==> config.mk <==
export PLATFORM = sky130hd
export DESIGN_NAME = tcb_base
export DESIGN_NICKNAME = d
export VERILOG_FILES = /design/src/hw/tcb_prescaler.v /design/src/hw/tcb_channel.v /design/src/hw/tcb_base.v
export VERILOG_INCLUDE_DIRS = /design/src /design/src/hw
export SDC_FILE = /design/constraint.sdc
export NUM_CORES = 1
export LEC_CHECK = 0
export BUFFER_PORTS_ARGS = -buffer_cell sky130_fd_sc_hd__buf_2
export CAP_MARGIN = 0
export CORE_ASPECT_RATIO = 1.1
export CORE_UTILIZATION = 25
export DETAILED_ROUTE_END_ITERATION = 7
export PLACE_DENSITY = 0.46
export SKIP_CTS_REPAIR_TIMING = 1
export SYNTH_ARGS = -nofsm -noshare
export SYNTH_HDL_FRONTEND = slang
export SYNTH_SLANG_ARGS = --single-unit
==> constraint.sdc <==
create_clock -name i_sys_clk -period 4.18 [get_ports i_sys_clk]
set_input_delay 0 -clock i_sys_clk [delete_from_list [all_inputs] [get_ports i_sys_clk]]
set_output_delay 0 -clock i_sys_clk [all_outputs]
set_load 0.1 [all_outputs]
==> src/hw/tcb_regs.vh <==
/*
 constants for the 16-bit timer/counter base block.
 assumes plain Verilog-2005 and inclusion by bare name.
*/
`ifndef TCB_REGS_VH
`define TCB_REGS_VH
`define TCB_W 16
`define TCB_HALF 8
`define TCB_NCH 4
`define TCB_ZERO 16'h0000
`define TCB_MAX 16'hffff
`define TCB_BZERO 8'h00
`define TCB_BMAX 8'hff
`define TCB_PSC_W 10
`define TCB_PSC_N 11
`define TCB_CSEL_W 5
`define TCB_CSEL_OFF 5'h00
`define TCB_CSEL_PSC_LAST 5'h0b
`define TCB_CSEL_EV_BIT 4
`define TCB_EVR_NONE 2'h0
`define TCB_EVR_UPDOWN 2'h1
`define TCB_EVR_CAPTURE 2'h2
`define TCB_EV_N 8
`endif

==> src/hw/tcb_prescaler.v <==
/*
 shared prescaler: one-cycle ticks at clock divided by 2^k, k=0..10.
 assumes one synchronous clock and active-high synchronous reset.
*/
`timescale 1ns/100ps
`include "tcb_regs.vh"
module tcb_prescaler (
	// clock and reset
	input wire i_sys_clk,
	input wire i_rst,
	// tick outputs, bit k divides by 2^k
	output reg [`TCB_PSC_N-1:0] o_tick
);
	reg [`TCB_PSC_W-1:0] div_q;
	integer k;
	always @(posedge i_sys_clk) begin
		if (i_rst) begin
			div_q <= {`TCB_PSC_W{1'b0}};
			o_tick <= {`TCB_PSC_N{1'b0}};
		end else begin
			div_q <= div_q + {{(`TCB_PSC_W-1){1'b0}}, 1'b1};
			o_tick[0] <= 1'b1;
			for (k = 1; k < `TCB_PSC_N; k = k + 1) begin
				o_tick[k] <= &(~(~div_q << (`TCB_PSC_W - k)));
			end
		end
	end
endmodule

==> src/hw/tcb_channel.v <==
/*
 one compare/capture channel with staging register.
 assumes the counter, refresh and capture inputs come from the base.
*/
`timescale 1ns/100ps
`include "tcb_regs.vh"
module tcb_channel #(
	parameter PRESENT = 1
) (
	// clock and reset
	input wire i_sys_clk,
	input wire i_rst,
	// configuration
	input wire i_capture_mode,
	input wire i_double_buf,
	input wire i_enable,
	// base counter
	input wire [`TCB_W-1:0] i_cnt,
	input wire i_update,
	input wire i_capture,
	// software access
	input wire i_wr,
	input wire i_stg_wr,
	input wire i_rd,
	input wire i_flag_clr,
	input wire [`TCB_W-1:0] i_wdata,
	// state
	output reg [`TCB_W-1:0] o_value,
	output reg [`TCB_W-1:0] o_staging,
	output reg o_staging_full,
	output reg o_flag,
	output reg o_match_ev,
	output reg o_err
);
	wire live = (PRESENT != 0);
	wire cap = live & i_capture_mode & i_enable & i_capture;
	wire drain = o_flag & ~i_rd;
	wire move = live & i_capture_mode & o_staging_full & ~drain;
	wire match = live & ~i_capture_mode & i_enable & (i_cnt == o_value);
	always @(posedge i_sys_clk) begin
		if (i_rst | ~live) begin
			o_value <= `TCB_ZERO;
			o_staging <= `TCB_ZERO;
			o_staging_full <= 1'b0;
			o_flag <= 1'b0;
			o_match_ev <= 1'b0;
			o_err <= 1'b0;
		end else begin
			o_match_ev <= match;
			o_err <= cap & o_staging_full & drain;
			if (i_capture_mode) begin
				if (move) begin
					o_value <= o_staging;
					o_flag <= 1'b1;
				end else if (i_rd | i_flag_clr) begin
					o_flag <= 1'b0;
				end
				if (cap & ~(o_staging_full & drain)) begin
					o_staging <= i_cnt;
					o_staging_full <= 1'b1;
				end else if (move) begin
					o_staging_full <= 1'b0;
				end
			end else begin
				if (match) begin
					o_flag <= 1'b1;
				end else if (i_flag_clr) begin
					o_flag <= 1'b0;
				end
				if (i_stg_wr) begin
					o_staging <= i_wdata;
					o_staging_full <= i_double_buf;
				end else if (i_update) begin
					o_staging_full <= 1'b0;
				end
				if (i_double_buf & i_update & o_staging_full) begin
					o_value <= o_staging;
				end
				if (i_stg_wr & ~i_double_buf) begin
					o_value <= i_wdata;
				end
			end
			if (i_wr) begin
				o_value <= i_wdata;
			end
		end
	end
endmodule

==> src/hw/tcb_base.v <==
/*
 16-bit timer/counter base: count source selection, up/down counting,
 cycle length double buffering, split mode and compare/capture channels.
 assumes software strobes are one-cycle pulses synchronous to i_sys_clk
 and event channels are synchronous levels or pulses.
*/
`timescale 1ns/100ps
`include "tcb_regs.vh"
module tcb_base #(
	parameter TYPE0 = 1
) (
	// clock and reset
	input wire i_sys_clk,
	input wire i_rst,
	// configuration
	input wire [`TCB_CSEL_W-1:0] i_count_source_select,
	input wire [1:0] i_event_response_kind,
	input wire [2:0] i_event_channel_choice,
	input wire i_dir_down,
	input wire i_double_buf,
	input wire i_top_from_first_channel,
	input wire i_split,
	input wire [`TCB_NCH-1:0] i_ch_enable,
	// event channels
	input wire [`TCB_EV_N-1:0] i_ev,
	// software writes and reads
	input wire [`TCB_W-1:0] i_wdata,
	input wire i_counter_value_wr,
	input wire i_cycle_length_wr,
	input wire i_cycle_length_staging_wr,
	input wire [`TCB_NCH-1:0] i_ch_wr,
	input wire [`TCB_NCH-1:0] i_ch_staging_wr,
	input wire [`TCB_NCH-1:0] i_ch_rd,
	input wire [`TCB_NCH-1:0] i_ch_flag_clr,
	// counter state
	output reg [`TCB_W-1:0] o_counter_value,
	output reg [`TCB_W-1:0] o_cycle_length,
	output reg [`TCB_W-1:0] o_cycle_length_staging,
	output reg o_cycle_staging_full_flag,
	output reg o_overflow_ev,
	output reg o_split_high_overflow_ev,
	output reg o_refresh,
	// channel state
	output wire [`TCB_NCH*`TCB_W-1:0] o_channel_match_value,
	output wire [`TCB_NCH*`TCB_W-1:0] o_channel_staging,
	output wire [`TCB_NCH-1:0] o_staging_full_flag,
	output wire [`TCB_NCH-1:0] o_ch_flag,
	output wire [`TCB_NCH-1:0] o_ch_match_ev,
	output wire [`TCB_NCH-1:0] o_capture_err
);
	localparam NCH = (TYPE0 != 0) ? 4 : 2;

	// prescaler
	wire [`TCB_PSC_N-1:0] psc_tick;
	tcb_prescaler u_psc (
		.i_sys_clk(i_sys_clk),
		.i_rst(i_rst),
		.o_tick(psc_tick)
	);

	// count source
	reg src_tick;
	reg [3:0] psc_idx;
	always @* begin
		psc_idx = i_count_source_select[3:0] - 4'h1;
		src_tick = 1'b0;
		if (i_count_source_select == `TCB_CSEL_OFF) begin
			src_tick = 1'b0;
		end else if (i_count_source_select[`TCB_CSEL_EV_BIT]) begin
			src_tick = i_ev[i_count_source_select[2:0]];
		end else if (i_count_source_select <= `TCB_CSEL_PSC_LAST) begin
			src_tick = psc_tick[psc_idx];
		end
	end

	// event action counting
	wire [2:0] ev_dir_idx = i_event_channel_choice + 3'h1;
	wire updown = (i_event_response_kind == `TCB_EVR_UPDOWN);
	wire capture_mode = (i_event_response_kind == `TCB_EVR_CAPTURE);
	wire ev_enable = i_ev[i_event_channel_choice];
	// event source select is the software's job here
	wire tick = src_tick & (~updown | ev_enable);
	wire down = updown ? ~i_ev[ev_dir_idx] : i_dir_down;

	// sequence peak and floor
	wire [`TCB_W-1:0] ch0_value = o_channel_match_value[`TCB_W-1:0];
	wire [`TCB_W-1:0] top = i_top_from_first_channel ?
		ch0_value : o_cycle_length;
	wire at_floor = (o_counter_value == `TCB_ZERO);
	wire at_max = (o_counter_value == `TCB_MAX);
	wire at_top = (o_counter_value == top);
	wire split_on = i_split & (TYPE0 != 0);

	// split halves
	wire [`TCB_HALF-1:0] lo = o_counter_value[`TCB_HALF-1:0];
	wire [`TCB_HALF-1:0] hi = o_counter_value[`TCB_W-1:`TCB_HALF];
	wire [`TCB_HALF-1:0] lo_top = o_cycle_length[`TCB_HALF-1:0];
	wire [`TCB_HALF-1:0] hi_top = o_cycle_length[`TCB_W-1:`TCB_HALF];

	// next counter value
	reg [`TCB_W-1:0] cnt_d;
	reg [`TCB_HALF-1:0] lo_d;
	reg [`TCB_HALF-1:0] hi_d;
	reg ovf_d;
	reg hi_ovf_d;
	always @* begin
		cnt_d = o_counter_value;
		lo_d = lo;
		hi_d = hi;
		ovf_d = 1'b0;
		hi_ovf_d = 1'b0;
		if (tick & split_on) begin
			if (down) begin
				lo_d = (lo == `TCB_BZERO) ? lo_top : lo - 8'h01;
				hi_d = (hi == `TCB_BZERO) ? hi_top : hi - 8'h01;
				ovf_d = (lo == `TCB_BZERO);
				hi_ovf_d = (hi == `TCB_BZERO);
			end else begin
				lo_d = (lo == lo_top) ? `TCB_BZERO : lo + 8'h01;
				hi_d = (hi == hi_top) ? `TCB_BZERO : hi + 8'h01;
				ovf_d = (lo == lo_top) | (lo == `TCB_BMAX);
				hi_ovf_d = (hi == hi_top) | (hi == `TCB_BMAX);
			end
			cnt_d = {hi_d, lo_d};
		end else if (tick & down) begin
			if (at_floor) begin
				cnt_d = top;
				ovf_d = 1'b1;
			end else begin
				cnt_d = o_counter_value - 16'h0001;
			end
		end else if (tick) begin
			if (at_top | at_max) begin
				cnt_d = `TCB_ZERO;
				ovf_d = 1'b1;
			end else begin
				cnt_d = o_counter_value + 16'h0001;
			end
		end
		if (i_counter_value_wr) begin
			cnt_d = i_wdata;
		end
	end

	// refresh point: the wrap at the peak or reload at the floor
	wire update = ovf_d & ~i_counter_value_wr;

	// counter and cycle length registers
	always @(posedge i_sys_clk) begin
		if (i_rst) begin
			o_counter_value <= `TCB_ZERO;
			o_cycle_length <= `TCB_MAX;
			o_cycle_length_staging <= `TCB_ZERO;
			o_cycle_staging_full_flag <= 1'b0;
			o_overflow_ev <= 1'b0;
			o_split_high_overflow_ev <= 1'b0;
			o_refresh <= 1'b0;
		end else begin
			o_counter_value <= cnt_d;
			o_overflow_ev <= ovf_d;
			o_split_high_overflow_ev <= hi_ovf_d;
			o_refresh <= update;
			if (i_cycle_length_staging_wr) begin
				o_cycle_length_staging <= i_wdata;
				o_cycle_staging_full_flag <= i_double_buf;
			end else if (update) begin
				o_cycle_staging_full_flag <= 1'b0;
			end
			if (i_double_buf & update & o_cycle_staging_full_flag) begin
				o_cycle_length <= o_cycle_length_staging;
			end
			if (i_cycle_length_staging_wr & ~i_double_buf) begin
				o_cycle_length <= i_wdata;
			end
			if (i_cycle_length_wr) begin
				o_cycle_length <= i_wdata;
			end
		end
	end

	// compare/capture channels
	genvar g;
	generate
		for (g = 0; g < `TCB_NCH; g = g + 1) begin : gen_ch
			localparam [31:0] CH_NUM = g;
			wire [2:0] cap_idx = i_event_channel_choice + CH_NUM[2:0];
			tcb_channel #(
				.PRESENT(g < NCH)
			) u_ch (
				.i_sys_clk(i_sys_clk),
				.i_rst(i_rst),
				.i_capture_mode(capture_mode),
				.i_double_buf(i_double_buf),
				.i_enable(i_ch_enable[g]),
				.i_cnt(o_counter_value),
				.i_update(update),
				.i_capture(i_ev[cap_idx]),
				.i_wr(i_ch_wr[g]),
				.i_stg_wr(i_ch_staging_wr[g]),
				.i_rd(i_ch_rd[g]),
				.i_flag_clr(i_ch_flag_clr[g]),
				.i_wdata(i_wdata),
				.o_value(o_channel_match_value[g*`TCB_W +: `TCB_W]),
				.o_staging(o_channel_staging[g*`TCB_W +: `TCB_W]),
				.o_staging_full(o_staging_full_flag[g]),
				.o_flag(o_ch_flag[g]),
				.o_match_ev(o_ch_match_ev[g]),
				.o_err(o_capture_err[g])
			);
		end
	endgenerate
endmodule

# == Word level (Yosys, flattened, before mapping) ==
# Cells that the tools add are included.
# totals
regBits,217
word_cells,336
# classes
add_sub_neg,11
n_lt_le_gt_ge,7
n_eq_ne,28
muxes,110
bitwise,96
reduce_logical,50
# ops
op,n
two-way mux 16 bit,42
inverter 10 bit,11
AND reduction 10 bit,10
== test 16 bit,5
AND 1 bit,59
two-way mux 1 bit,56
two-way mux 8 bit,6
"inequality test 3 bit, second input constant",12
AND reduction 2 bit,16
nonzero test 3 bit,9
"less-than comparator 3 x 4 -> 1 bit, second input constant",5
nonzero test 4 bit,5
inverter 1 bit,18
"adder 16 x 1 -> 16 bit, second input constant",1
"adder 8 x 1 -> 8 bit, second input constant",2
"== test 16 bit, second input constant",1
== test 8 bit,2
"== test 8 bit, second input constant",2
zero test 16 bit,1
zero test 8 bit,2
"subtractor 16 x 1 -> 16 bit, second input constant",1
"subtractor 8 x 1 -> 8 bit, second input constant",2
binary-select mux 1 bit (select 3 bit),5
"adder 10 x 1 -> 10 bit, second input constant",1
13 further kinds,28

# == Depth between registers and ports, before layout ==
# Gate-level depths: netlist (run 1).
# logic_depth
word_depth,17
ltp_mapped,14

# == By module ==
# From an unflattened synthesis (run 1), not the netlist that was laid out.
# hier_totals
cells_unflattened,1572
area_unflattened_um2,13282.7
# modules_own_cells
mod,instances,cells_per_inst,area_each_um2,seq_area_each_um2
tcb_channel,4,216,1893.1,720.7
tcb_base,1,641,4994.8,1041.0
tcb_prescaler,1,67,715.7,420.4

# == Worst setup path after synthesis (run 1) ==
# OpenSTA, ideal clock, no wires.
# synth_path
path_kind,flip-flop to flip-flop
start,register o_counter_value[9]
end,register gen_ch[3].u_ch.o_staging_full
t_arrival_ns,3.289
setup_slack_ns,0.772
stages_incl_launch_ff,13
n_path_buf,2
period_less_slack_ns,3.408
path_cell_list,dfxtp_1 > buf_2 > inv_1 > ha_1 > or4b_1 > buf_2 > nor4_4 > o21ai_1 > mux2i_2 > o21ai_4 > nor3b_4 > nor4b_1 > o31a_1
# synth_between
elab_chain_cells,9
# synth_rtl
item,line_no,rtl
"start, declared",tcb_base.v:36,"output reg [`TCB_W-1:0] o_counter_value,"
"start signal, assigned",tcb_base.v:151,o_counter_value <= `TCB_ZERO;
"start signal, assigned",tcb_base.v:159,o_counter_value <= cnt_d;
== test 16 bit (on tied branches),--,
bitwise OR 1 bit,tcb_base.v:133,if (at_top | at_max) begin
two-way mux 1 bit,tcb_base.v:133,
two-way mux 1 bit,tcb_base.v:132,end else if (tick) begin
two-way mux 1 bit *,tcb_base.v:125,end else if (tick & down) begin
two-way mux 1 bit *,tcb_base.v:112,if (tick & split_on) begin
AND 1 bit *,tcb_base.v:146,wire update = ovf_d & ~i_counter_value_wr;
nonzero test 3 bit (no source line) *,--,
AND reduction 2 bit (no source line) *,--,
"end signal, assigned",tcb_channel.v:72,o_staging_full <= i_double_buf;
"end, declared",tcb_channel.v:30,"output reg o_staging_full,"
# Mark *: on every way between the ends. The rest lies on a longest branch, timed or not.
# A chain may end at the register's enable or synchronous reset.

# == Worst setup path after layout (run 1) ==
# layout_path
start,register o_counter_value[2]
end,register gen_ch[2].u_ch.o_staging_full
# layout_between
elab_chain_cells,9
# layout_rtl
item,line_no
== test 16 bit (on tied branches),--
bitwise OR 1 bit,tcb_base.v:133
two-way mux 1 bit,tcb_base.v:133
two-way mux 1 bit,tcb_base.v:132
two-way mux 1 bit,tcb_base.v:125
two-way mux 1 bit *,tcb_base.v:112
AND 1 bit *,tcb_base.v:146
nonzero test 3 bit (no source line) *,--
AND reduction 2 bit (no source line) *,--
"end signal, assigned",tcb_channel.v:72
"end, declared",tcb_channel.v:30
# Marks and branches as above.

==> impl_metrics.csv, run 1 <==
group,metric,value,unit
power,p_clk_frac,0.319,
critical_path,critPathRequiredTime,4.65,ns
clocking,clkTransAtPathRegs,0.06,ns
sta,rsz0062_at_grt,"false",
global_routing,grt_overflow_total,0,
drt,drc_errors,0,
cells_and_area,antennaDiodeCount,0,
global_routing,grt_pass1_vias,11553,
synth,synth-main-ff-cell,"dfxtp_1",
clocking,worstSkewPairLatency,0.59,ns
global_routing,antenna_found_initial,0,
critical_path,rr_startpoint,"o_counter_value[2]",
cells_and_area,design_area,15500,um^2
sta,fin_skew,0.0226,ns
cells_and_area,drive_above_1_share,0.232,
critical_path,crit_family,"simple AND/OR/NAND/NOR gates",
drt,postRouteAntennaNets,0,
floorplanning,fp.dieW,214,um
outcome,violations,"negative hold slack",
clocking,clk_path_buf_depth,3,
critical_path,crit_path_start_kind,"flop",
synth,syn_area,12400,um^2
synth,yosysSeqAreaShare,0.351,
sta,slew_headroom,0.144,
sta,final_hold_viol_count,1,
place,dpl.hpwl,43600,um
drt,drt_pre_antenna_iters,6,
clocking,tritoncts,"done",
critical_path,reg2regPathDepth,9,
sta,slew_violations,0,
worst_hold_path,min_to,"gen_ch[3].u_ch.o_flag",
power,power_density,487,nW/um^2
power,power_leakage,6.34,nW
sta,tightest_slew,1.25,ns
drt,initialDrtViolationCount,964,
floorplanning,initial_core_util,0.253,
drt,wl_per_cell,25.6,um
place,gp_congestion,0.900,
synth,ys_warn_count,0,
power,fin_total_pwr,7.54,mW
power,ir_drop,0.000305,V
cells_and_area,nets,1739,
global_routing,globalRouteTotalUtil,0.230,
outcome,status,"complete, but fails checks",
sta,finalCritPeriodShare,0.934,
cells_and_area,fin_cells,2335,
critical_path,crit_path_max_incr_delay,1.10,ns
drt,dr.max_layer_used,"met4",
floorplanning,ios,259,
synth,synthCells,1437,
worst_hold_path,hold_path_depth,4,
critical_path,crit_buf_inv,1,
power,intPower,4.21,mW
power,switching_share,0.442,
critical_path,reg2reg_to,"gen_ch[2].u_ch.o_staging_full",
global_routing,grt_max_degree,69,
clocking,cts.sinks,217,
synth,synth_edf_count,0,
sta,tns,0,ns
floorplanning,dieHeight,236,um
place,port_buffers,258,
global_routing,grt_first_pass_wirelength,85300,um
cells_and_area,final_core_util,0.316,
drt,dr_wl_met2,28300,um
place,place_worst_setup_slack,0.643,ns
critical_path,worstPathMaxFanout,18,
synth,avgSynthCellArea,8.62,um^2
drt,wl_met3,3340,um
critical_path,slowest_stage,"dfxtp_1",
synth,synth_seq_cells,217,
synth,synthArstFlopShare,0,
job,max_cap_viol_count,0,
power,switchingPower,3.33,mW
floorplanning,dieArea,50500,um^2
clocking,cts_root_buf,"clkbuf_16",
power,power_frac_seq,0.329,
critical_path,arrival,4.37,ns
clocking,cts_buffers,27,
power,share_comb_of_total_power,0.352,
worst_hold_path,hold_path.class,"input port to flop",
place,placed_cell_area,14200,um^2
floorplanning,num_rows,85,
critical_path,end_kind,"flop",
synth,mappedNetlistNets,1514,
critical_path,worstPathCellList,"xor2_1 -> nor4_1 -> a21oi_1 -> mux2i_2 -> o21ai_4 -> nor3b_4 -> or4b_1 -> a31oi_1 -> dlygate4sd3_1",
sta,max_freq,0.256,GHz
drt,num_vias,12164,
critical_path,r2r_slack,0.28,ns
sta,fin_worst_hold_slack,-0.0512,ns
place,place_inst,2242,
drt,met1_length,25900,um
drt,wl,59800,um
synth,synth.distinct_cells,80,
cells_and_area,areaGrowthSynthToFinish,24.9,%
floorplanning,core_region_area,48900,um^2
sta,setup_slack,0.277,ns
clocking,h-tree-depth,1,
drt,avgViaCountPerCell,5.21,
sta,min_period,3.90,ns
critical_path,path_class,"flop to flop",
worst_hold_path,min_from,"i_ch_rd[3]",
sta,setup_viol,0,
synth_stat cells (12+ instances only):
cell type    n  area (um^2)
mux2i_1    129         1290
buf_4       21          158
ha_1        14          175
nor2b_1     19          119
a211oi_1    72          541
xor2_1      36          315
nand4_1     28          175
o21ai_0     21          105
inv_1       16         60.1
xnor2_1     98          858
clkbuf_1    81          304
nor2_1     139          522
dfxtp_1    217         4340
nand3_1     26          130
nand2_1     77          289
nor3_1      26          130
a31oi_1     24          150
nor4_1      12         75.1
buf_1       21         78.8
buf_2       20          100
a21oi_1    103          515
o21ai_1     71          355
logic make-up (layout without fill, tap and decap cells):
| family | after synthesis | count (layout) | synth area share |
|---|---|---|---|
| flip-flops | 217 | 217 | 0.351 |
| multiplexers | 143 | 143 | 0.127 |
| buffers and inverters | 169 | 415 | 0.0645 |
| AO/OA/AOI/OAI | 371 | 371 | 0.192 |
| adder cells (fa/ha/maj) | 14 | 14 | 0.0141 |
| AND/OR/NAND/NOR | 389 | 389 | 0.157 |
| XOR/XNOR | 134 | 134 | 0.0947 |
final cells by class:
type	count	area [um^2]
timing repair buffer	348	2080
clock inverter	17	170
tap	652	816
multi-input combinational	1051	7290
sequential	217	4340
fill	5270	33400
inverter	17	65.1
clock buffer	33	718
state kept, by name, summed over array words and instances, names as in the netlist, 4 cells and up:
signal                      cells
gen_ch.u_ch.o_err               4
gen_ch.u_ch.o_flag              4
gen_ch.u_ch.o_match_ev          4
gen_ch.u_ch.o_staging          64
gen_ch.u_ch.o_staging_full      4
gen_ch.u_ch.o_value            64
o_counter_value                16
o_cycle_length                 16
o_cycle_length_staging         16
u_psc.div_q                    10
u_psc.o_tick                   11
how the worst max path moves through the flow:
stage                       start                       endpoint  slack (ns)  cells past startpoint
5_1_grt        o_counter_value[2]  gen_ch[2].u_ch.o_staging_full        0.13                      9
6_report       o_counter_value[2]  gen_ch[2].u_ch.o_staging_full        0.28                      9
2_1_floorplan  o_counter_value[9]  gen_ch[3].u_ch.o_staging_full        0.77                     12
4_1_cts        o_counter_value[2]     gen_ch[2].u_ch.o_value[13]        0.64                      8
3_5_place_dp   o_counter_value[2]      gen_ch[2].u_ch.o_value[0]        0.64                      8
3_3_place_gp   o_counter_value[2]      gen_ch[2].u_ch.o_value[6]        0.68                      8
worst reg2reg max path, delay by kind of cell, from the launching register on:
| family | cells | cell delay (ns) |
|---|---|---|
| AOI/OAI and AO/OA | 3 | 0.45 |
| xor gates and xnor gates | 1 | 0.14 |
| buffers and inverters | 1 | 0.59 |
| DFF | 1 | 1.10 |
| muxes | 1 | 0.25 |
| and+or+nand+nor | 3 | 1.26 |
cells in the final DEF (no fill, tap or decap), types with 6 or more instances in the layout:
master / synthesis / final
o21ai_0: 21 / 21
o31a_1: 7 / 7
inv_1: 16 / 15
xnor2_1: 98 / 98
ha_1: 14 / 14
nand2_1: 77 / 77
a21oi_1: 103 / 98
o211ai_1: 6 / 6
clkinv_2: 0 / 8
nor3_1: 26 / 26
clkbuf_16: 0 / 27
nor3b_1: 8 / 8
o21ai_1: 71 / 69
a211oi_1: 72 / 72
dlygate4sd3_1: 0 / 43
and2_1: 11 / 11
dfxtp_1: 217 / 217
nor4_1: 12 / 12
and3_1: 9 / 9
o22ai_1: 6 / 6
buf_4: 21 / 48
nor2b_1: 19 / 18
xor2_1: 36 / 36
mux2i_1: 129 / 129
a31oi_1: 24 / 24
nand3_1: 26 / 26
o32ai_1: 6 / 6
mux4_2: 11 / 11
nor2_1: 139 / 139
buf_2: 20 / 257
nand4_1: 28 / 28
power by group through the flow:
stage / Clock (mW) / Sequential, mW / Combinational [mW]
finish: 2.40 / 2.48 / 2.66
global route: 2.53 / 2.50 / 2.78
CTS: 2.44 / 2.48 / 2.63
detailed placement: 0 / 2.53 / 2.62
global placement: 0 / 2.53 / 2.62
floorplan: 0 / 3.49 / 0.975
metal layers:
metal	track usage	vias up
met5	0	-
li1	-	5619
met2	0.378	465
met3	0.0340	98
met1	0.301	5982
met4	0.0916	0
No activity file was read; power rests on OpenSTA's default activity.
==> run 2: changes to the inputs <==
--- a/config.mk
+++ b/config.mk
@@ -11,8 +11,10 @@
 export CORE_ASPECT_RATIO = 1.1
 export CORE_UTILIZATION = 25
 export DETAILED_ROUTE_END_ITERATION = 7
-export PLACE_DENSITY = 0.46
+export PLACE_DENSITY = 0.45
+export REMOVE_ABC_BUFFERS = 1
 export SKIP_CTS_REPAIR_TIMING = 1
 export SYNTH_ARGS = -nofsm -noshare
 export SYNTH_HDL_FRONTEND = slang
+export SYNTH_HIERARCHICAL = 1
 export SYNTH_SLANG_ARGS = --single-unit
==> impl_metrics.csv, run 2 <==
group,metric,value,unit
floorplanning,initial_core_util,0.253,
outcome,violations,"negative hold slack",
drt,num_vias,13277,
critical_path,path_class,"flop to flop",
sta,setup_viol,0,
drt,drt_pre_antenna_iters,5,
worst_hold_path,hold_path.class,"input port to flop",
critical_path,slowest_stage,"mux2i_4",
outcome,status,"complete, but fails checks",
sta,slew_violations,0,
critical_path,crit_path_max_incr_delay,0.49,ns
global_routing,antenna_found_initial,1,
cells_and_area,final_cell_mix,"257 x buf_2, 217 x dfxtp_1, 209 x nor2_1",
synth,avgSynthCellArea,8.45,um^2
critical_path,crit_buf_inv,2,
drt,dr.max_layer_used,"met5",
critical_path,rr_startpoint,"o_counter_value[8]",
synth,yosys.area.top_type_share,0.327,
global_routing,grt_max_degree,96,
cells_and_area,layout_commonest_cell,"buf_2",
cells_and_area,areaGrowthSynthToFinish,27.2,%
critical_path,crit_family,"simple AND/OR/NAND/NOR gates",
critical_path,worstPathMaxFanout,16,
sta,final_hold_viol_count,1,
job,max_cap_viol_count,0,
drt,avgViaCountPerCell,5.23,
clocking,h-tree-depth,1,
place,port_buffers,258,
synth,synth.most_common_cell,"dfxtp_1",
clocking,cts_buffers,28,
global_routing,grt_pass1_vias,12609,
synth,syn_area,13300,um^2
synth,synthArstFlopShare,0,
drt,drc_errors,0,
clocking,worstSkewPairLatency,0.59,ns
drt,wl_met3,4700,um
clocking,cts.sinks,217,
power,power_leakage,6.86,nW
power,ir_drop,0.000297,V
worst_hold_path,min_from,"i_ch_staging_wr[2]",
drt,met1_length,25900,um
critical_path,arrival,4.35,ns
global_routing,globalRouteTotalUtil,0.212,
sta,tightest_slew,0.861,ns
synth,synthCells,1572,
synth,ys_warn_count,6,
synth,synth_edf_count,0,
place,dpl.hpwl,42400,um
sta,max_freq,0.259,GHz
floorplanning,fp.dieW,222,um
drt,postRouteAntennaNets,0,
cells_and_area,drive_above_1_share,0.235,
clocking,cts_root_buf,"clkbuf_16",
synth,synthTopCellsByArea,"dfxtp_1 33%, mux2i_1 9.1%, nor2_1 5.9%",
global_routing,grt_first_pass_wirelength,86500,um
floorplanning,core_region_area,52400,um^2
drt,dr_wl_met2,27500,um
cells_and_area,final_core_util,0.322,
sta,slew_headroom,0.425,
floorplanning,ios,259,
synth,synth-main-ff-cell,"dfxtp_1",
synth,yosys-top-cells-count,"217 x dfxtp_1, 209 x nor2_1, 121 x mux2i_1",
synth,yosysSeqAreaShare,0.327,
synth,synth.distinct_cells,78,
clocking,clkTransAtPathRegs,0.07,ns
drt,initialDrtViolationCount,872,
sta,min_period,3.86,ns
clocking,clk_path_buf_depth,3,
cells_and_area,reg.largest.list,"gen_ch.u_ch/o_staging (64), gen_ch.u_ch/o_value (64)",
drt,wl,59900,um
critical_path,worstPathCellList,"inv_2 -> ha_1 -> or4b_1 -> or4_1 -> and2_1 -> a31oi_2 -> o21ai_2 -> nor3_2 -> buf_4 -> nand2_1 -> mux2i_4 -> nand3_1 -> a311oi_1",
floorplanning,dieArea,54100,um^2
place,gp_congestion,0.929,
sta,fin_skew,0.0365,ns
power,power_density,466,nW/um^2
critical_path,critPathRequiredTime,4.67,ns
floorplanning,num_rows,88,
synth,synth_seq_cells,217,
cells_and_area,antennaDiodeCount,0,
clocking,tritoncts,"done",
critical_path,end_kind,"flop",
cells_and_area,nets,1917,
sta,fin_worst_hold_slack,-0.0415,ns
synth,synth_top_area_cell,"dfxtp_1",
critical_path,crit_path_start_kind,"flop",
critical_path,cp-startpoint,"o_counter_value[8]",
floorplanning,dieHeight,244,um
global_routing,grt_overflow_total,0,
drt,wl_per_cell,23.6,um
sta,finalCritPeriodShare,0.924,
sta,rsz0062_at_grt,"false",
[run 2: changes by cell type after synthesis, moves of 30 or more]
cell      before  now
nand3_1       26   96
nor2_1       139  209
a21oi_1      103   34
a311oi_1       3   66
xor2_1        36   67
o21ai_1       71   41
[run 2: cells by family (layout without fill, tap and decap cells)]
group,after synthesis,in the layout,share of synthesized area
compound gates,360,360,0.198
xor+xnor,136,136,0.0897
fa+ha+maj,14,14,0.0132
buf+inv,168,458,0.0575
flops,217,217,0.327
mux,143,143,0.120
simple gates,534,534,0.194
[run 2: cell type report]
type | instances | area [um^2]
clock inverters | 16 | 267
well taps | 675 | 845
fillers | 5552 | 35500
inverters | 36 | 145
clock buffers | 36 | 781
multi-input cells | 1187 | 8190
repair buffers | 370 | 2330
flip-flops and latches | 217 | 4340
[run 2: power breakdown]
part,switching [mW],internal [mW]
combinational,2.05,0.652
sequential,0.203,2.22
clock,1.05,1.70
[run 2: layer usage]
metal | global-route usage | vias up
met2 | 0.345 | 434
met1 | 0.276 | 6481
li1 | - | 6291
met5 | 0 | -
met4 | 0.0621 | 2
met3 | 0.0539 | 69
[run 2: worst paths after layout]
check | to | slack, ns | depth (start not counted)
setup / recovery | gen_ch[2].u_ch/o_value[15] | 0.32 | 13
hold / removal | gen_ch[2].u_ch/o_staging_full | -0.04 | 5
setup reg to reg | gen_ch[2].u_ch/o_value[15] | 0.32 | 13
hold reg to reg | u_psc/div_q[9] | 0.49 | 2
[run 2: per-stage QoR]
step / cell area, um^2 / power (mW) / std cells / setup WS [ns] / setup TNS, ns
2_1_floorplan: 12700 / 4.36 / 1440 / -4.08 / -490.12
3_3_place_gp: 15400 / 5.12 / 2438 / 0.458 / 0
3_5_place_dp: 15400 / 5.13 / 2438 / 0.376 / 0
4_1_cts: 16400 / 7.89 / 2490 / 0.316 / 0
5_1_grt: 16900 / 8.17 / 2537 / 0.00884 / 0
6_report: 16900 / 7.87 / 2537 / 0.317 / 0
[run 2: tightest hold or removal path, cell delays in order]
cell and delay, ns:
buf_2 0.14, nor3_1 0.17, a21oi_1 0.06, nor2_1 0.09, nor3_1 0.05
==> run 3: changes to the inputs <==
--- a/config.mk
+++ b/config.mk
@@ -6,11 +6,13 @@
 export SDC_FILE = /design/constraint.sdc
 export NUM_CORES = 1
 export LEC_CHECK = 0
+export ABC_CLOCK_PERIOD_IN_PS = 4180
 export BUFFER_PORTS_ARGS = -buffer_cell sky130_fd_sc_hd__buf_2
 export CAP_MARGIN = 0
 export CORE_ASPECT_RATIO = 1.1
 export CORE_UTILIZATION = 25
 export DETAILED_ROUTE_END_ITERATION = 7
+export HOLD_SLACK_MARGIN = 0.02
 export PLACE_DENSITY = 0.45
 export REMOVE_ABC_BUFFERS = 1
 export SKIP_CTS_REPAIR_TIMING = 1
==> impl_metrics.csv, run 3 (synthesis gave the netlist of run 2 again) <==
group,metric,value,unit
outcome,status,"complete, but fails checks",
outcome,violations,"negative hold slack",
sta,final_hold_viol_count,1,
floorplanning,ios,259,
sta,min_period,3.86,ns
cells_and_area,final_cell_mix,"257 x buf_2, 217 x dfxtp_1, 209 x nor2_1",
critical_path,end_kind,"flop",
sta,fin_worst_hold_slack,-0.0417,ns
worst_hold_path,hold_path.class,"input port to flop",
cells_and_area,areaGrowthSynthToFinish,27.3,%
power,power_leakage,6.86,nW
critical_path,path_class,"flop to flop",
cells_and_area,layout_commonest_cell,"buf_2",
drt,drc_errors,0,
global_routing,globalRouteTotalUtil,0.212,
cells_and_area,final_core_util,0.323,
drt,wl,59900,um
drt,avgViaCountPerCell,5.23,
cells_and_area,antennaDiodeCount,0,
clocking,clk_path_buf_depth,3,
power,ir_drop,0.000297,V
drt,drt_pre_antenna_iters,5,
sta,tns,0,ns
drt,postRouteAntennaNets,0,
place,place_inst,2438,
critical_path,rr_startpoint,"o_counter_value[8]",
critical_path,worstPathCellList,"inv_2 -> ha_1 -> or4b_1 -> or4_1 -> and2_1 -> a31oi_2 -> o21ai_2 -> nor3_2 -> buf_4 -> nand2_1 -> mux2i_4 -> nand3_1 -> a311oi_1",
global_routing,grt_max_degree,96,
critical_path,reg2regPathDepth,13,
clocking,cts_root_buf,"clkbuf_16",
floorplanning,dieHeight,244,um
drt,initialDrtViolationCount,904,
worst_hold_path,min_from,"i_ch_staging_wr[2]",
critical_path,worstPathMaxFanout,16,
cells_and_area,fillerInstances,5551,
sta,setup_viol,0,
floorplanning,fp.dieW,222,um
worst_hold_path,hold_path_depth,5,
place,gp_congestion,0.929,
sta,fin_skew,0.0372,ns
critical_path,crit_path_start_kind,"flop",
clocking,cts_buffers,28,
cells_and_area,nets,1918,
drt,num_vias,13263,
critical_path,cp-startpoint,"o_counter_value[8]",
floorplanning,initial_core_util,0.253,
place,dpl.hpwl,42400,um
critical_path,r2r_slack,0.32,ns
worst_hold_path,min_to,"gen_ch[2].u_ch/o_staging_full",
sta,tightest_slew,0.862,ns
cells_and_area,reg.largest.list,"gen_ch.u_ch/o_staging (64), gen_ch.u_ch/o_value (64)",
critical_path,critPathRequiredTime,4.67,ns
place,port_buffers,258,
job,max_cap_viol_count,0,
global_routing,antenna_found_initial,0,
clocking,cts.sinks,217,
sta,slew_headroom,0.425,
floorplanning,dieArea,54100,um^2
clocking,worstSkewPairLatency,0.59,ns
floorplanning,num_rows,88,
critical_path,crit_path_max_incr_delay,0.49,ns
global_routing,grt_pass1_vias,12609,
drt,wl_per_cell,23.6,um
clocking,clkTransAtPathRegs,0.07,ns
sta,rsz0062_at_grt,"false",
cells_and_area,drive_above_1_share,0.235,
critical_path,reg2reg_to,"gen_ch[2].u_ch/o_value[15]",
power,power_density,466,nW/um^2
floorplanning,core_region_area,52400,um^2
sta,finalCritPeriodShare,0.923,
power,fin_total_pwr,7.87,mW
clocking,tritoncts,"done",
cells_and_area,fin_cells,2538,
clocking,h-tree-depth,1,
global_routing,grt_overflow_total,0,
critical_path,arrival,4.34,ns
sta,max_freq,0.259,GHz
sta,slew_violations,0,
global_routing,grt_first_pass_wirelength,86500,um
critical_path,slowest_stage,"mux2i_4",
[run 3: final cells by class]
class,count,area [um^2],share of cell area
Clock buffer,36,781,0.0462
Tap cell,675,845,0.0499
Multi-Input combinational cell,1187,8190,0.484
Timing Repair Buffer,371,2340,0.138
Inverter,36,145,0.00858
Clock inverter,16,267,0.0158
Sequential cell,217,4340,0.257
[run 3: worst max path at each step]
stage,cells past startpoint,end
6_report,13,gen_ch[2].u_ch/o_value[15]
5_1_grt,13,gen_ch[2].u_ch/o_value[2]
4_1_cts,13,gen_ch[0].u_ch/o_value[15]
3_5_place_dp,13,gen_ch[2].u_ch/o_value[15]
3_3_place_gp,14,gen_ch[1].u_ch/o_value[12]
2_1_floorplan,3,gen_ch[0].u_ch/o_staging[0]
[run 3: per-stage QoR]
stage / setup WS (ns) / instance area [um^2]
after floorplan: -4.08 / 12700
after global placement: 0.458 / 15400
after detailed placement: 0.376 / 15400
after CTS: 0.316 / 16400
after global routing: 0.00884 / 16900
final: 0.323 / 16900
[run 3: power breakdown]
| part | switching, mW | leakage (nW) | internal [mW] |
|---|---|---|---|
| clock network | 1.05 | 0.505 | 1.69 |
| logic | 2.05 | 4.56 | 0.652 |
| registers | 0.203 | 1.79 | 2.22 |
[run 3: worst max-delay path: cells and delay by family (launching register included)]
kind / cells / cell delay [ns]
AOI/OAI and AO/OA: 3 / 0.62
and+or+nand+nor: 6 / 1.56
buffers and inverters: 2 / 0.42
DFF: 1 / 0.42
muxes: 1 / 0.49
adders and majority gates: 1 / 0.23
[run 3: layer usage]
metal / vias to the layer above / track usage / share of wire
met2: 426 / 0.345 / 0.46
met3: 66 / 0.0539 / 0.074
met5: - / 0 / 0
li1: 6292 / - / -
met1: 6479 / 0.276 / 0.44
met4: 0 / 0.0621 / 0.028
